===== config.mk =====
export PLATFORM = sky130hd
export DESIGN_NAME = mpw_top
export DESIGN_NICKNAME = d
export VERILOG_FILES = /design/src/inc/mpw_pkg.sv /design/src/design/mpw_top.sv
export SDC_FILE = /design/constraint.sdc
export NUM_CORES = 1
export LEC_CHECK = 0
export ABC_AREA = 1
export BUFFER_PORTS_ARGS = -buffer_cell sky130_fd_sc_hd__buf_2
export CORE_UTILIZATION = 55
export CTS_CLUSTER_DIAMETER = 100
export CTS_CLUSTER_SIZE = 25
export DETAILED_ROUTE_END_ITERATION = 16
export PLACE_DENSITY = 0.75
export SYNTH_ARGS = -nofsm -noshare
export SYNTH_HDL_FRONTEND = slang
export SYNTH_SLANG_ARGS = --single-unit

===== constraint.sdc =====
create_clock -name clk -period 5.92 [get_ports clk]
set_input_delay 0.888 -clock clk [delete_from_list [all_inputs] [get_ports clk]]
set_output_delay 0.888 -clock clk [all_outputs]
set_load 0.03 [all_outputs]

===== src/inc/mpw_pkg.sv =====
// Constants for the motor PWM time base, dead time and fault block.
// Assumes a 32-bit APB slave with each 16-bit register in one word.
package mpw_pkg;

  // Register byte offsets
  localparam logic [7:0] OFS_COUNTER  = 8'h00;
  localparam logic [7:0] OFS_PERIOD   = 8'h04;
  localparam logic [7:0] OFS_TRIGCMP  = 8'h08;
  localparam logic [7:0] OFS_PAIRCTL  = 8'h0C;
  localparam logic [7:0] OFS_UPDCTL   = 8'h10;
  localparam logic [7:0] OFS_DBTIME   = 8'h14;
  localparam logic [7:0] OFS_DBSEL    = 8'h18;
  localparam logic [7:0] OFS_FAULTA   = 8'h1C;
  localparam logic [7:0] OFS_TBMODE   = 8'h20;

  // Field positions
  localparam int unsigned CNT_W        = 15;
  localparam int unsigned FLD_DIR      = 15;
  localparam int unsigned FLD_TRIGDIR  = 15;
  localparam int unsigned FLD_PAIR_INDEPENDENT_SELECT     = 8;
  localparam int unsigned FLD_HEN      = 4;
  localparam int unsigned FLD_LEN      = 0;
  localparam int unsigned FLD_POST     = 8;
  localparam int unsigned FLD_IUE      = 2;
  localparam int unsigned FLD_OVERRIDE_SYNC    = 1;
  localparam int unsigned FLD_BUFFER_TRANSFER_BLOCK     = 0;
  localparam int unsigned FLD_DEADBAND_B_PRESCALE    = 14;
  localparam int unsigned FLD_DTB      = 8;
  localparam int unsigned FLD_DEADBAND_A_PRESCALE    = 6;
  localparam int unsigned FLD_DTA      = 0;
  localparam int unsigned FLD_FAOV     = 8;
  localparam int unsigned FLD_FAM      = 7;
  localparam int unsigned FLD_FAEN     = 0;
  localparam int unsigned FLD_RUN      = 15;
  localparam int unsigned FLD_STYLE    = 0;
  localparam int unsigned NUM_PAIRS    = 4;

  // Reset values
  localparam logic [15:0] RST_WORD     = 16'h0000;
  localparam logic [7:0]  RST_OVD_EN   = 8'hFF;
  localparam logic [31:0] RD_ZERO      = 32'h0000_0000;

  // Dead-time prescale masks: 1, 2, 4, 8 clocks per tick
  localparam logic [2:0]  PS_MASK_1    = 3'h0;
  localparam logic [2:0]  PS_MASK_2    = 3'h1;
  localparam logic [2:0]  PS_MASK_4    = 3'h3;
  localparam logic [2:0]  PS_MASK_8    = 3'h7;

  typedef enum logic [1:0] {
    STYLE_FREE,
    STYLE_SINGLE,
    STYLE_UPDOWN,
    STYLE_UPDOWN_DBL
  } mpw_style_t;

endpackage


===== src/design/mpw_top.sv =====
// Motor PWM unit: time base, trigger, dead time, override and fault A.
// Assumes APB master, clk is the instruction clock, inputs synchronous.
//
// Notes on behaviour
// - Counter register top bit reads one when counting down, zero up.
// - Count is 15 bits in counter low bits, readable and writable.
// - Period is 15 writable bits; top bit reads zero.
// - Trigger fires when compare value equals the 15-bit count.
// - Trigger direction bit must match the count direction flag.
// - 4-bit postscaler: code n passes one trigger per n+1 events.
// - Per pair mode bit: one independent, zero complementary outputs.
// - Each high and low pin has enable; zero releases it to GPIO.
// - Pin enables reset to a value set by the power-on fuse.
// - Immediate bit applies duty writes at once, else at boundary.
// - Override sync bit delays overrides to boundary, else next clock.
// - Block bit stops duty and period buffer transfers.
// - Each dead-time unit ticks every 1, 2, 4 or 8 clocks.
// - Each unit times dead time with a 6-bit tick count.
// - Per generator and edge, select bit picks unit B or A.
// - Eight fault A override bits force each pin active or inactive.
// - Fault A mode one is cycle-by-cycle, zero latches the fault.
// - Fault A acts on a pair only when its enable bit is set.
// - Complementary low side is inverse of high with dead time.
// - Four time base styles: free, single pulse, up/down, double.
// - Fault A takes priority over fault B on the same pair.
//
// The register addresses and the APB slave port were left to the implementer.
module mpw_top (
  input  wire logic             clk,
  input  wire logic             rst,
  input  wire logic             psel,
  input  wire logic             penable,
  input  wire logic             pwrite,
  input  wire logic [7:0]       paddr,
  input  wire logic [31:0]      pwdata,
  output logic      [31:0]      prdata,
  output logic                  pready,
  output logic                  pslverr,
  input  wire logic             pinOwnershipFuse,
  input  wire logic [3:0][15:0] dutyCompareValue,
  input  wire logic [3:0]       dutyWrite,
  input  wire logic [7:0]       overrideEnable,
  input  wire logic [7:0]       overrideValue,
  input  wire logic             overrideWrite,
  input  wire logic             faultOneIn,
  input  wire logic [3:0]       faultTwoActive,
  input  wire logic [7:0]       faultTwoDrive,
  output logic      [3:0]       highSideOutput,
  output logic      [3:0]       lowSideOutput,
  output logic      [3:0]       highPinEnable,
  output logic      [3:0]       lowPinEnable,
  output logic                  triggerOut,
  output logic                  countDownFlag
);

  typedef struct packed {
    logic             ack;
    logic             err;
    logic [31:0]      rdata;
    logic [14:0]      cnt;
    logic             dir;
    logic [14:0]      per;
    logic [14:0]      perBuf;
    logic [15:0]      cmp;
    logic [3:0]       pairMode;
    logic [3:0]       highEn;
    logic [3:0]       lowEn;
    logic [3:0]       postSel;
    logic             immUpd;
    logic             ovSync;
    logic             xferBlock;
    logic [1:0]       dbAPs;
    logic [5:0]       dbACnt;
    logic [1:0]       dbBPs;
    logic [5:0]       dbBCnt;
    logic [7:0]       dbSel;
    logic [7:0]       faOv;
    logic             faMode;
    logic [3:0]       faEn;
    logic             run;
    logic [1:0]       style;
    logic [3:0][15:0] duty;
    logic [3:0][15:0] dutyBuf;
    logic [7:0]       ovEn;
    logic [7:0]       ovVal;
    logic [7:0]       ovEnP;
    logic [7:0]       ovValP;
    logic             ovPend;
    logic [2:0]       pscA;
    logic [2:0]       pscB;
    logic [3:0]       rawPrev;
    logic [3:0][5:0]  dly;
    logic [3:0]       dlyUnit;
    logic             faLatch;
    logic [3:0]       postCnt;
    logic             trig;
    logic [3:0]       hOut;
    logic [3:0]       lOut;
  } mpw_state_t;

  mpw_state_t s_r;
  mpw_state_t s_nxt;

  function automatic logic regMapped(input logic [7:0] a);
    unique case (a)
      mpw_pkg::OFS_COUNTER, mpw_pkg::OFS_PERIOD, mpw_pkg::OFS_TRIGCMP,
      mpw_pkg::OFS_PAIRCTL, mpw_pkg::OFS_UPDCTL, mpw_pkg::OFS_DBTIME,
      mpw_pkg::OFS_DBSEL, mpw_pkg::OFS_FAULTA,
      mpw_pkg::OFS_TBMODE: regMapped = 1'b1;
      default:             regMapped = 1'b0;
    endcase
  endfunction

  // Prescaled tick: true when the free counter's low bits are zero
  function automatic logic dbTick(input logic [2:0] psc,
                                  input logic [1:0] ps);
    logic [2:0] mask;
    unique case (ps)
      2'h0: mask = mpw_pkg::PS_MASK_1;
      2'h1: mask = mpw_pkg::PS_MASK_2;
      2'h2: mask = mpw_pkg::PS_MASK_4;
      2'h3: mask = mpw_pkg::PS_MASK_8;
    endcase
    dbTick = (psc & mask) == 3'h0;
  endfunction

  logic        apbSetup;
  logic        apbWrite;
  logic        boundary;
  logic        faultOneOn;
  logic        rawPwm;
  logic        edgeUnit;
  logic [5:0]  edgeLoad;
  logic        blank;
  logic        genH;
  logic        genL;
  logic        pinH;
  logic        pinL;
  logic        unitTick;
  logic [15:0] rdWord;
  logic [15:0] wd;

  always_comb begin
    s_nxt      = s_r;
    s_nxt.trig = 1'b0;
    apbSetup   = psel & ~penable;
    apbWrite   = psel & penable & s_r.ack & pwrite;
    wd         = pwdata[15:0];
    boundary   = 1'b0;
    rawPwm     = 1'b0;
    edgeUnit   = 1'b0;
    edgeLoad   = 6'h00;
    blank      = 1'b0;
    genH       = 1'b0;
    genL       = 1'b0;
    pinH       = 1'b0;
    pinL       = 1'b0;
    unitTick   = 1'b0;

    // Read data captured in setup, answered in the first access cycle
    unique case (paddr)
      mpw_pkg::OFS_COUNTER: rdWord = {s_r.dir, s_r.cnt};
      mpw_pkg::OFS_PERIOD:  rdWord = {1'b0, s_r.perBuf};
      mpw_pkg::OFS_TRIGCMP: rdWord = s_r.cmp;
      mpw_pkg::OFS_PAIRCTL:
        rdWord = {4'h0, s_r.pairMode, s_r.highEn, s_r.lowEn};
      mpw_pkg::OFS_UPDCTL:
        rdWord = {4'h0, s_r.postSel, 5'h00, s_r.immUpd, s_r.ovSync,
                  s_r.xferBlock};
      mpw_pkg::OFS_DBTIME:
        rdWord = {s_r.dbBPs, s_r.dbBCnt, s_r.dbAPs, s_r.dbACnt};
      mpw_pkg::OFS_DBSEL:   rdWord = {8'h00, s_r.dbSel};
      mpw_pkg::OFS_FAULTA:
        rdWord = {s_r.faOv, s_r.faMode, 3'h0, s_r.faEn};
      mpw_pkg::OFS_TBMODE:
        rdWord = {s_r.run, 13'h0000, s_r.style};
      default:              rdWord = mpw_pkg::RST_WORD;
    endcase
    if (apbSetup) begin
      s_nxt.ack   = 1'b1;
      s_nxt.err   = ~regMapped(paddr);
      s_nxt.rdata = {16'h0000, rdWord};
    end else if (psel & penable & s_r.ack) begin
      s_nxt.ack = 1'b0;
    end

    // Time base
    if (s_r.run) begin
      unique case (mpw_pkg::mpw_style_t'(s_r.style))
        mpw_pkg::STYLE_FREE, mpw_pkg::STYLE_SINGLE: begin
          s_nxt.dir = 1'b0;
          if (s_r.cnt >= s_r.per) begin
            s_nxt.cnt = '0;
            boundary  = 1'b1;
            if (s_r.style == mpw_pkg::STYLE_SINGLE) begin
              s_nxt.run = 1'b0;
            end
          end else begin
            s_nxt.cnt = s_r.cnt + 15'h0001;
          end
        end
        mpw_pkg::STYLE_UPDOWN, mpw_pkg::STYLE_UPDOWN_DBL: begin
          if (!s_r.dir) begin
            if (s_r.cnt >= s_r.per) begin
              s_nxt.dir = 1'b1;
              if (s_r.cnt != '0) begin
                s_nxt.cnt = s_r.cnt - 15'h0001;
              end
              boundary = s_r.style ==
                         mpw_pkg::STYLE_UPDOWN_DBL;
            end else begin
              s_nxt.cnt = s_r.cnt + 15'h0001;
            end
          end else if (s_r.cnt == '0) begin
            s_nxt.dir = 1'b0;
            if (s_r.per != '0) begin
              s_nxt.cnt = 15'h0001;
            end
            boundary = 1'b1;
          end else begin
            s_nxt.cnt = s_r.cnt - 15'h0001;
          end
        end
      endcase
    end

    // Buffer transfers: at boundary, or at once while stopped
    if ((boundary | ~s_r.run) & ~s_r.xferBlock) begin
      s_nxt.per  = s_r.perBuf;
      s_nxt.duty = s_r.dutyBuf;
    end
    for (int i = 0; i < mpw_pkg::NUM_PAIRS; i++) begin
      if (dutyWrite[i]) begin
        s_nxt.dutyBuf[i] = dutyCompareValue[i];
        if (s_r.immUpd & ~s_r.xferBlock) begin
          s_nxt.duty[i] = dutyCompareValue[i];
        end
      end
    end

    // Override staging
    if (boundary & s_r.ovPend) begin
      s_nxt.ovEn   = s_r.ovEnP;
      s_nxt.ovVal  = s_r.ovValP;
      s_nxt.ovPend = 1'b0;
    end
    if (overrideWrite) begin
      if (s_r.ovSync) begin
        s_nxt.ovEnP  = overrideEnable;
        s_nxt.ovValP = overrideValue;
        s_nxt.ovPend = 1'b1;
      end else begin
        s_nxt.ovEn  = overrideEnable;
        s_nxt.ovVal = overrideValue;
      end
    end

    // Special event trigger with postscaler
    if (s_r.run && s_r.cnt == s_r.cmp[mpw_pkg::CNT_W-1:0]
        && s_r.dir == s_r.cmp[mpw_pkg::FLD_TRIGDIR]) begin
      if (s_r.postCnt == s_r.postSel) begin
        s_nxt.trig    = 1'b1;
        s_nxt.postCnt = 4'h0;
      end else begin
        s_nxt.postCnt = s_r.postCnt + 4'h1;
      end
    end

    // Fault A: set wins over any clear
    faultOneOn = faultOneIn | s_r.faLatch;
    if (faultOneIn) begin
      s_nxt.faLatch = 1'b1;
    end else if (s_r.faMode ? boundary
                 : (apbWrite && paddr == mpw_pkg::OFS_FAULTA)) begin
      s_nxt.faLatch = 1'b0;
    end

    // Dead-time prescalers run free
    s_nxt.pscA = s_r.pscA + 3'h1;
    s_nxt.pscB = s_r.pscB + 3'h1;

    // Generators, dead time, override, faults, pin enables
    for (int i = 0; i < mpw_pkg::NUM_PAIRS; i++) begin
      rawPwm = {1'b0, s_r.cnt} < s_r.duty[i];
      s_nxt.rawPrev[i] = rawPwm;
      if (s_r.pairMode[i]) begin
        genH         = rawPwm;
        genL         = rawPwm;
        s_nxt.dly[i] = 6'h00;
      end else begin
        if (rawPwm != s_r.rawPrev[i]) begin
          edgeUnit = rawPwm ? s_r.dbSel[2*i+1] : s_r.dbSel[2*i];
          edgeLoad = edgeUnit ? s_r.dbBCnt : s_r.dbACnt;
          s_nxt.dly[i]     = edgeLoad;
          s_nxt.dlyUnit[i] = edgeUnit;
          blank = edgeLoad != 6'h00;
        end else if (s_r.dly[i] != 6'h00) begin
          unitTick = s_r.dlyUnit[i] ? dbTick(s_r.pscB, s_r.dbBPs)
                                    : dbTick(s_r.pscA, s_r.dbAPs);
          if (unitTick) begin
            s_nxt.dly[i] = s_r.dly[i] - 6'h01;
          end
          blank = 1'b1;
        end
        genH = rawPwm & ~blank;
        genL = ~rawPwm & ~blank;
      end
      pinH = s_r.ovEn[2*i+1] ? genH : s_r.ovVal[2*i+1];
      pinL = s_r.ovEn[2*i]   ? genL : s_r.ovVal[2*i];
      if (s_r.faEn[i] & faultOneOn) begin
        pinH = s_r.faOv[2*i+1];
        pinL = s_r.faOv[2*i];
      end else if (faultTwoActive[i]) begin
        pinH = faultTwoDrive[2*i+1];
        pinL = faultTwoDrive[2*i];
      end
      s_nxt.hOut[i] = s_r.highEn[i] & pinH;
      s_nxt.lOut[i] = s_r.lowEn[i] & pinL;
    end

    // Register writes take effect at the completing access edge
    if (apbWrite) begin
      unique case (paddr)
        mpw_pkg::OFS_COUNTER: s_nxt.cnt = wd[mpw_pkg::CNT_W-1:0];
        mpw_pkg::OFS_PERIOD: s_nxt.perBuf = wd[mpw_pkg::CNT_W-1:0];
        mpw_pkg::OFS_TRIGCMP: s_nxt.cmp = wd;
        mpw_pkg::OFS_PAIRCTL: begin
          s_nxt.pairMode = wd[mpw_pkg::FLD_PAIR_INDEPENDENT_SELECT +: 4];
          s_nxt.highEn   = wd[mpw_pkg::FLD_HEN +: 4];
          s_nxt.lowEn    = wd[mpw_pkg::FLD_LEN +: 4];
        end
        mpw_pkg::OFS_UPDCTL: begin
          s_nxt.postSel   = wd[mpw_pkg::FLD_POST +: 4];
          s_nxt.immUpd    = wd[mpw_pkg::FLD_IUE];
          s_nxt.ovSync    = wd[mpw_pkg::FLD_OVERRIDE_SYNC];
          s_nxt.xferBlock = wd[mpw_pkg::FLD_BUFFER_TRANSFER_BLOCK];
        end
        mpw_pkg::OFS_DBTIME: begin
          s_nxt.dbBPs  = wd[mpw_pkg::FLD_DEADBAND_B_PRESCALE +: 2];
          s_nxt.dbBCnt = wd[mpw_pkg::FLD_DTB +: 6];
          s_nxt.dbAPs  = wd[mpw_pkg::FLD_DEADBAND_A_PRESCALE +: 2];
          s_nxt.dbACnt = wd[mpw_pkg::FLD_DTA +: 6];
        end
        mpw_pkg::OFS_DBSEL: s_nxt.dbSel = wd[7:0];
        mpw_pkg::OFS_FAULTA: begin
          s_nxt.faOv   = wd[mpw_pkg::FLD_FAOV +: 8];
          s_nxt.faMode = wd[mpw_pkg::FLD_FAM];
          s_nxt.faEn   = wd[mpw_pkg::FLD_FAEN +: 4];
        end
        mpw_pkg::OFS_TBMODE: begin
          s_nxt.run   = wd[mpw_pkg::FLD_RUN];
          s_nxt.style = wd[mpw_pkg::FLD_STYLE +: 2];
        end
        default: ;
      endcase
    end

    if (rst) begin
      s_nxt        = '0;
      s_nxt.ovEn   = mpw_pkg::RST_OVD_EN;
      s_nxt.highEn = {4{pinOwnershipFuse}};
      s_nxt.lowEn  = {4{pinOwnershipFuse}};
    end
  end

  always_ff @(posedge clk) begin
    s_r <= s_nxt;
  end

  assign prdata         = (psel & penable & s_r.ack) ? s_r.rdata
                                                     : mpw_pkg::RD_ZERO;
  assign pready         = psel & penable & s_r.ack;
  assign pslverr        = psel & penable & s_r.ack & s_r.err;
  assign highSideOutput = s_r.hOut;
  assign lowSideOutput  = s_r.lOut;
  assign highPinEnable  = s_r.highEn;
  assign lowPinEnable   = s_r.lowEn;
  assign triggerOut     = s_r.trig;
  assign countDownFlag  = s_r.dir;

endmodule // mpw_top


# Word-level counts from Yosys, hierarchy flattened
# Index checks and enable logic that the tools add are counted.
[totals] register_bits=352 out_inout_bits=52 elab_cells=379
[classes] order_cmp=5 bitwise_logic=55 add_sub_neg=9 muxes=168 n_reduce_logical=64 n_eq_ne=24
[ops] cell="2-to-1 mux 16 bit" count=18
[ops] cell="2-to-1 mux 268 bit" count=1
[ops] cell="case mux 16 bit (9 select lines)" count=1
[ops] cell="2-to-1 mux 6 bit" count=20
[ops] cell="2-to-1 mux 15 bit" count=7
[ops] cell="2-to-1 mux 1 bit" count=82
[ops] cell="2-to-1 mux 3 bit" count=25
[ops] cell="less-than comparator 15 x 16 -> 1 bit" count=4
[ops] cell="2-to-1 mux 64 bit" count=1
[ops] cell="2-to-1 mux 55 bit" count=1
[ops] cell="nonzero test 6 bit" count=8
[ops] cell="AND reduction 2 bit" count=18
[ops] cell="2-to-1 mux 33 bit" count=1
[ops] cell="== test 8 x 5 -> 1 bit (second input constant)" count=4
[ops] cell="case mux 16 bit (2 select lines)" count=1
[ops] cell="nonzero test 15 bit" count=2
[ops] cell="bitwise AND 1 bit" count=28
[ops] cell="bitwise AND 3 bit" count=8
[ops] cell="logical NOT 3 bit" count=8
[ops] cell="case mux 3 bit (4 select lines)" count=2
[ops] cell="nonzero test 2 bit" count=12
[ops] cell="subtractor 6 x 1 -> 6 bit (second input constant)" count=4
[ops] cell="2-to-1 mux 17 bit" count=1
[ops] cell="NOT 1 bit" count=17
[ops] cell="27 further kinds" count=51

# Depth between registers and ports, before layout
[logic_depth] word_depth=26 depth_mapped=28 ltp_nobuf=28

# Worst setup path after synthesis
# Ideal clock, no wire load.
[synth_timing] path_type="register to register" start="register s_r[330] in the netlist's numbering" end="register s_r, in the netlist lowSideOutput[3]" t_arrival_ps=2564 period_less_slack_ps=2682 required_time_ps=5802 setup_slack_ps=3238 path_stages_with_launch=22 path_cell_list="dfxtp_1 -> ha_1 -> a21oi_1 -> o21ai_0 -> a21oi_2 -> nand3_1 -> nand2_2 -> nand2_1 -> o21ai_0 -> nor2_1 -> nand2_1 -> nand3_1 -> nand2_1 -> nand3_2 -> nand3_1 -> nand3_2 -> nand2_1 -> nand2_1 -> nand3_1 -> nand2_1 -> nand2_1 -> a21oi_2"
[synth_via] elab_chain_cells=25 elab_cells_between_ends=42 cone_classes="4 x order compare; 4 x eq/ne; 26 x mux; 4 x bitwise; 4 x reduce/logical"
[synth_rtl] element="start, declared" line_no="mpw_top.sv:101" source="mpw_state_t s_r;"
[synth_rtl] element="start signal, assigned" line_no="mpw_top.sv:367" source="s_r <= s_nxt;"
[synth_rtl] element="less-than comparator 15 x 16 -> 1 bit" line_no="mpw_top.sv:284" source="rawPwm = {1'b0, s_r.cnt} < s_r.duty[i];"
[synth_rtl] element="2-to-1 mux 1 bit" line_no="mpw_top.sv:292" source="edgeUnit = rawPwm ? s_r.dbSel[2*i+1] : s_r.dbSel[2*i];"
[synth_rtl] element="2-to-1 mux 6 bit" line_no="mpw_top.sv:293" source="edgeLoad = edgeUnit ? s_r.dbBCnt : s_r.dbACnt;"
[synth_rtl] element="nonzero test 6 bit" line_no="mpw_top.sv:296" source="blank = edgeLoad != 6'h00;"
[synth_rtl] element="2-to-1 mux 1 bit" line_no="mpw_top.sv:291" source="if (rawPwm != s_r.rawPrev[i]) begin"
[synth_rtl] element="2-to-1 mux 1 bit (2 in a row)" line_no="mpw_top.sv:286" source="if (s_r.pairMode[i]) begin"
[synth_rtl] element="2-to-1 mux 1 bit" line_no="mpw_top.sv:297" source="end else if (s_r.dly[i] != 6'h00) begin"
[synth_rtl] element="2-to-1 mux 1 bit" line_no="mpw_top.sv:291"
[synth_rtl] element="(+8 left out)"
[synth_rtl] element="2-to-1 mux 1 bit" line_no="mpw_top.sv:286"
[synth_rtl] element="NOT 1 bit" line_no="mpw_top.sv:306" source="genL = ~rawPwm & ~blank;"
[synth_rtl] element="bitwise AND 1 bit" line_no="mpw_top.sv:306"
[synth_rtl] element="2-to-1 mux 1 bit (*)" line_no="mpw_top.sv:286"
[synth_rtl] element="2-to-1 mux 1 bit (*)" line_no="mpw_top.sv:309" source="pinL = s_r.ovEn[2*i] ? genL : s_r.ovVal[2*i];"
[synth_rtl] element="2-to-1 mux 1 bit (*)" line_no="mpw_top.sv:313" source="end else if (faultTwoActive[i]) begin"
[synth_rtl] element="2-to-1 mux 1 bit (*)" line_no="mpw_top.sv:310" source="if (s_r.faEn[i] & faultOneOn) begin"
[synth_rtl] element="bitwise AND 1 bit (*)" line_no="mpw_top.sv:318" source="s_nxt.lOut[i] = s_r.lowEn[i] & pinL;"
# Mark *: on every way between the ends. The rest lies on a longest branch, timed or not. The select of a mux whose other input is x is not followed.
# A chain may end at the register's enable or synchronous reset.

# Worst setup path in the final report
[layout_timing] start="register s_r[319] in the netlist's numbering" end="register s_r[190] in the netlist's numbering"
[layout_via] elab_chain_cells=10 elab_cells_between_ends=13 cone_classes="1 x order compare; 9 x mux; 2 x bitwise; 1 x reduce/logical"
[layout_rtl] element=">= comparator 15 bit / logical NOT 15 bit (equally long branches)" line_no="mpw_top.sv:192, mpw_top.sv:204, mpw_top.sv:214"
[layout_rtl] element="2-to-1 mux 1 bit (on tied branches)" line_no="mpw_top.sv:204, mpw_top.sv:214"
[layout_rtl] element="2-to-1 mux 1 bit" line_no="mpw_top.sv:203" source="if (!s_r.dir) begin"
[layout_rtl] element="case mux 1 bit (2 select lines) (*)" line_no="mpw_top.sv:189" source="unique case (mpw_pkg::mpw_style_t'(s_r.style))"
[layout_rtl] element="2-to-1 mux 1 bit (*)" line_no="mpw_top.sv:188" source="if (s_r.run) begin"
[layout_rtl] element="bitwise OR 1 bit (*)" line_no="mpw_top.sv:228" source="if ((boundary | ~s_r.run) & ~s_r.xferBlock) begin"
[layout_rtl] element="bitwise AND 1 bit (*)" line_no="mpw_top.sv:228"
[layout_rtl] element="2-to-1 mux 64 bit (*)" line_no="mpw_top.sv:228"
[layout_rtl] element="2-to-1 mux 16 bit" line_no="mpw_top.sv:235" source="if (s_r.immUpd & ~s_r.xferBlock) begin"
[layout_rtl] element="2-to-1 mux 16 bit (*)" line_no="mpw_top.sv:233" source="if (dutyWrite[i]) begin"
# Mark *: on every way between the ends. The rest lies on a longest branch, timed or not.

==> impl_results.md <==
- Area of the multi-input gates: about 0.0095 sq mm
- Crit-path max FO: 65
- Setup Skew: 30.5 ps
- Mapped cell area: between 0.015 and 0.02 sq mm
- Final Setup Violations: 0
- Yosys Warn Count: 0
- Worst slew margin: 19.6%
- Die X: 185 um
- Seq cells post-synth: 352
- Die height: about 190 um
- Final WL: approximately 58,000 um
- Internal: between 0.003 and 0.004 W
- Design Area, Final: 0.0198 sq mm
- Worst R2R Start: s_r[319]$_SDFF_PP0_
- Most common cell after layout, fill and taps aside: nor2_1
- Core Region: 0.0328 sq mm
- Levels on crit path: 15
- Area grow syn2layout: 7.35%
- R2R Setup Slk: 1700 ps
- GP Congestion: 1.06
- Antenna violations before repair: 1
- Peak VDD IR: 0.000241 V
- N_diodes: 0
- Syn avg cell area: 7.04 sq um
- Worst Path Arrival: 4690 ps
- Top delay family on crit path: buffers and inverters
- Cells after DPL: approximately 3,100
- Cell Rows: 66
- Root Buffer: clkbuf_16
- Setup crit start: s_r[319]$_SDFF_PP0_
- Critical-path top delay cell: inv_2
- WP buf/inv: 3
- Number of global-route vias before repair: 16,470
- Largest net degree at the start of global routing: around 160
- Clock share of power: 28.5%
- CTS tree: done
- Sequential share of the synthesized area: roughly 39%
- Period Utilization, post-route: 71.3%
- Slowest cell delay on critical path: 840 ps
- Worst-Skew Late Latency: 550 ps
- Post-CTS Repair Setup Buffers: 0
- Global route total overflow: 0
- DRT iter0 DRCs: 2,002
- Cell Pwr Density: 249 mW/mm^2
- Post-route setup TNS: 0 ps
- Die area: approximately 0.034 sq mm
- Pre-Repair DR Iteration Count: 7
- Logic pwr share: between 10% and 20%
- CP most frequent cell: nand2_1
- ANT nets after route: 0
- CTS Buffer Depth: 3
- Vias per cell: 5.80
- Final core occ: 60.4%
- Slew Limit Fails: 0
- WS Path Type: register to register
- Initial core utilization: 56.2%
- Startpoint of the worst hold path: s_r[94]$_SDFFE_PP0P_
- Reg2reg path depth: 15
- Filler instances: 3,131
- Crit-path cells: inv_2 -> ha_1 -> o21ai_0 -> a221oi_1 -> o21ai_0 -> nand3_1 -> nand3_1 -> nand2_1 -> o21ai_1 -> inv_1 -> nand2_1 -> nand2_2 -> inv_2 -> nand2_1 -> a21oi_1
- Placed cell area: approximately 0.019 sq mm
- Startpoint Class: register
- Crit end category: register
- Switching portion of total power: 30.5%
- Port Buf Inserts: 163
- Synth unique cells: 54
- Critical path endpoint: s_r[190]$_SDFF_PP0_
- # IOs: 196
- Global-route wire length before repair: about 90,000 um
- Share of cells above drive strength 1: 9.31%
- HPWL after detailed placement: about 42,000 um
- GRT Overall Usage: 33.5%
- Via count: approximately 18,000
- Sequential Power Share: approximately 53%
- Sw Pwr: 0.00151 W
- # nets final: 2,917
- RSZ-0062 raised after global routing: no
- CTS HTree Levels: 1
- Worst Tran Pin Value: 1210 ps
- Leak: 8.44 nW
- Hold Vio Cnt, Final: 0
- Critical R2R Capture: s_r[190]$_SDFF_PP0_
- # Max-Cap Violations: 0
- WP data required: ~6400 ps
- Maximum clock rate: 237 MHz
- # hold bufs at CTS: 0
- Register area: 0.00713 sq mm
- WHS Path Cells: 2
- Period minus WS final: 4220 ps
- Clock-pin slew on the worst setup and hold paths: about 100 ps
- WHS: approximately 460 ps
- Post-Layout Cell Count: 3,139
- Num CTS Buffers: 18
- DRC viols: 0
- Worst hold-check path type: register to register
- Num Clock Sinks: 352
- Drt wl/cell: ~18 um
- PostCTS Resize Cnt: 0
- Most frequent cells in the layout: nor2_1 (360), nand2_1 (354), o21ai_0 (350)
- Status: finished, final reports clean
- Mapped Cells: 2,620
-- metrics by stage --
| stage | worst slack [ps] | total power [W] |
|---|---|---|
| after floorplan | 3240 | 0.00331 |
| after global placement | 1990 | 0.00351 |
| after detailed placement | 1860 | 0.00356 |
| after CTS | 1850 | 0.00492 |
| after global routing | 1440 | 0.00516 |
| final | 1700 | 0.00493 |
-- cells by family after synthesis --
group	count (synthesis)	share of synthesized area, %
buffers and inverters	457	10.3
adder cells (fa/ha/maj)	80	5.43
XOR/XNOR	39	1.85
flip-flops	352	38.7
AND/OR/NAND/NOR	876	19.7
AO/OA/AOI/OAI	815	24.1
other	1	0.0203
-- synth_stat cells, drive strengths merged --
| cell type | number | area (sq um) |
|---|---|---|
| o31ai | 9 | 67.6 |
| nand4 | 20 | 125 |
| a221oi | 18 | 158 |
| a2111oi | 1 | 8.76 |
| nor4 | 12 | 75.1 |
| nor3b | 2 | 15.0 |
| o21bai | 5 | 37.5 |
| a211oi | 4 | 30.0 |
| a31oi | 5 | 31.3 |
| inv | 307 | 1150 |
| a32o | 1 | 10.0 |
| edfxtp | 8 | 240 |
| a21oi | 330 | 1670 |
| dfxtp | 344 | 6890 |
| xor2 | 26 | 228 |
| o32ai | 1 | 8.76 |
| o21a | 4 | 30.0 |
| o221a | 2 | 22.5 |
| buf | 53 | 374 |
| a21o | 1 | 7.51 |
| xnor2 | 13 | 114 |
| or3 | 1 | 6.26 |
| ha | 80 | 1000 |
| conb | 1 | 3.75 |
| nand2 | 373 | 1460 |
| or2 | 6 | 37.5 |
| nor3 | 25 | 125 |
| o2111ai | 4 | 35.0 |
| a22oi | 2 | 15.0 |
| clkbuf | 87 | 327 |
| o22ai | 14 | 87.6 |
| o211ai | 41 | 313 |
| nand3b | 1 | 7.51 |
| clkinv | 10 | 37.5 |
| nand3 | 71 | 380 |
| nor2 | 364 | 1390 |
| o221ai | 9 | 78.8 |
| nor4b | 1 | 8.76 |
| o21ai | 363 | 1830 |
| a21boi | 1 | 7.51 |
-- flip-flops by register name, summed over array words and instances (netlist names) --
signal / count
highSideOutput: 4
lowSideOutput: 4
s_r: 334
triggerOut: 1
lowPinEnable: 4
countDownFlag: 1
highPinEnable: 4
-- final cells by class --
type	count	share of cell area [%]
flip-flops and latches	352	36.0
clock buffers	20	2.36
inverters	317	6.04
repair buffers	178	4.69
multi-input cells	1826	47.9
well taps	442	2.79
clock inverters	4	0.215
-- worst min path at each step --
stage / end / slack [ps]
after global routing: s_r[158]$_SDFF_PP0_ / 480
after detailed placement: s_r[166]$_SDFF_PP0_ / 450
after global placement: s_r[46]$_SDFF_PP0_ / 430
after floorplan: s_r[46]$_SDFF_PP0_ / 430
final: s_r[158]$_SDFF_PP0_ / 460
after CTS: s_r[158]$_SDFF_PP0_ / 460
-- routing by layer --
layer	part of all wire, %	global-route usage [%]	wire [um]	vias to the layer above
met5	0.022	0	13	-
met4	4.3	13.4	2520	2
met3	8.2	4.21	4760	148
met2	44	53.8	25800	842
met1	43	45.5	25000	8409
li1	-	-	-	8809
-- power groups by stage --
stage	Clock, W	Combinational (W)	Sequential [W]
after floorplan	0	0.000684	0.00263
after global placement	0	0.000868	0.00264
after detailed placement	0	0.000904	0.00265
after CTS	0.00142	0.000911	0.00260
after global routing	0.00150	0.00104	0.00261
final	0.00141	0.000926	0.00260
-- tightest hold or removal path, stage by stage (launching register included) --
cell and delay, ps:
dfxtp_1 320, nand2_1 60, a21oi_1 60
Note: power is estimated with default switching activity, not from simulation.
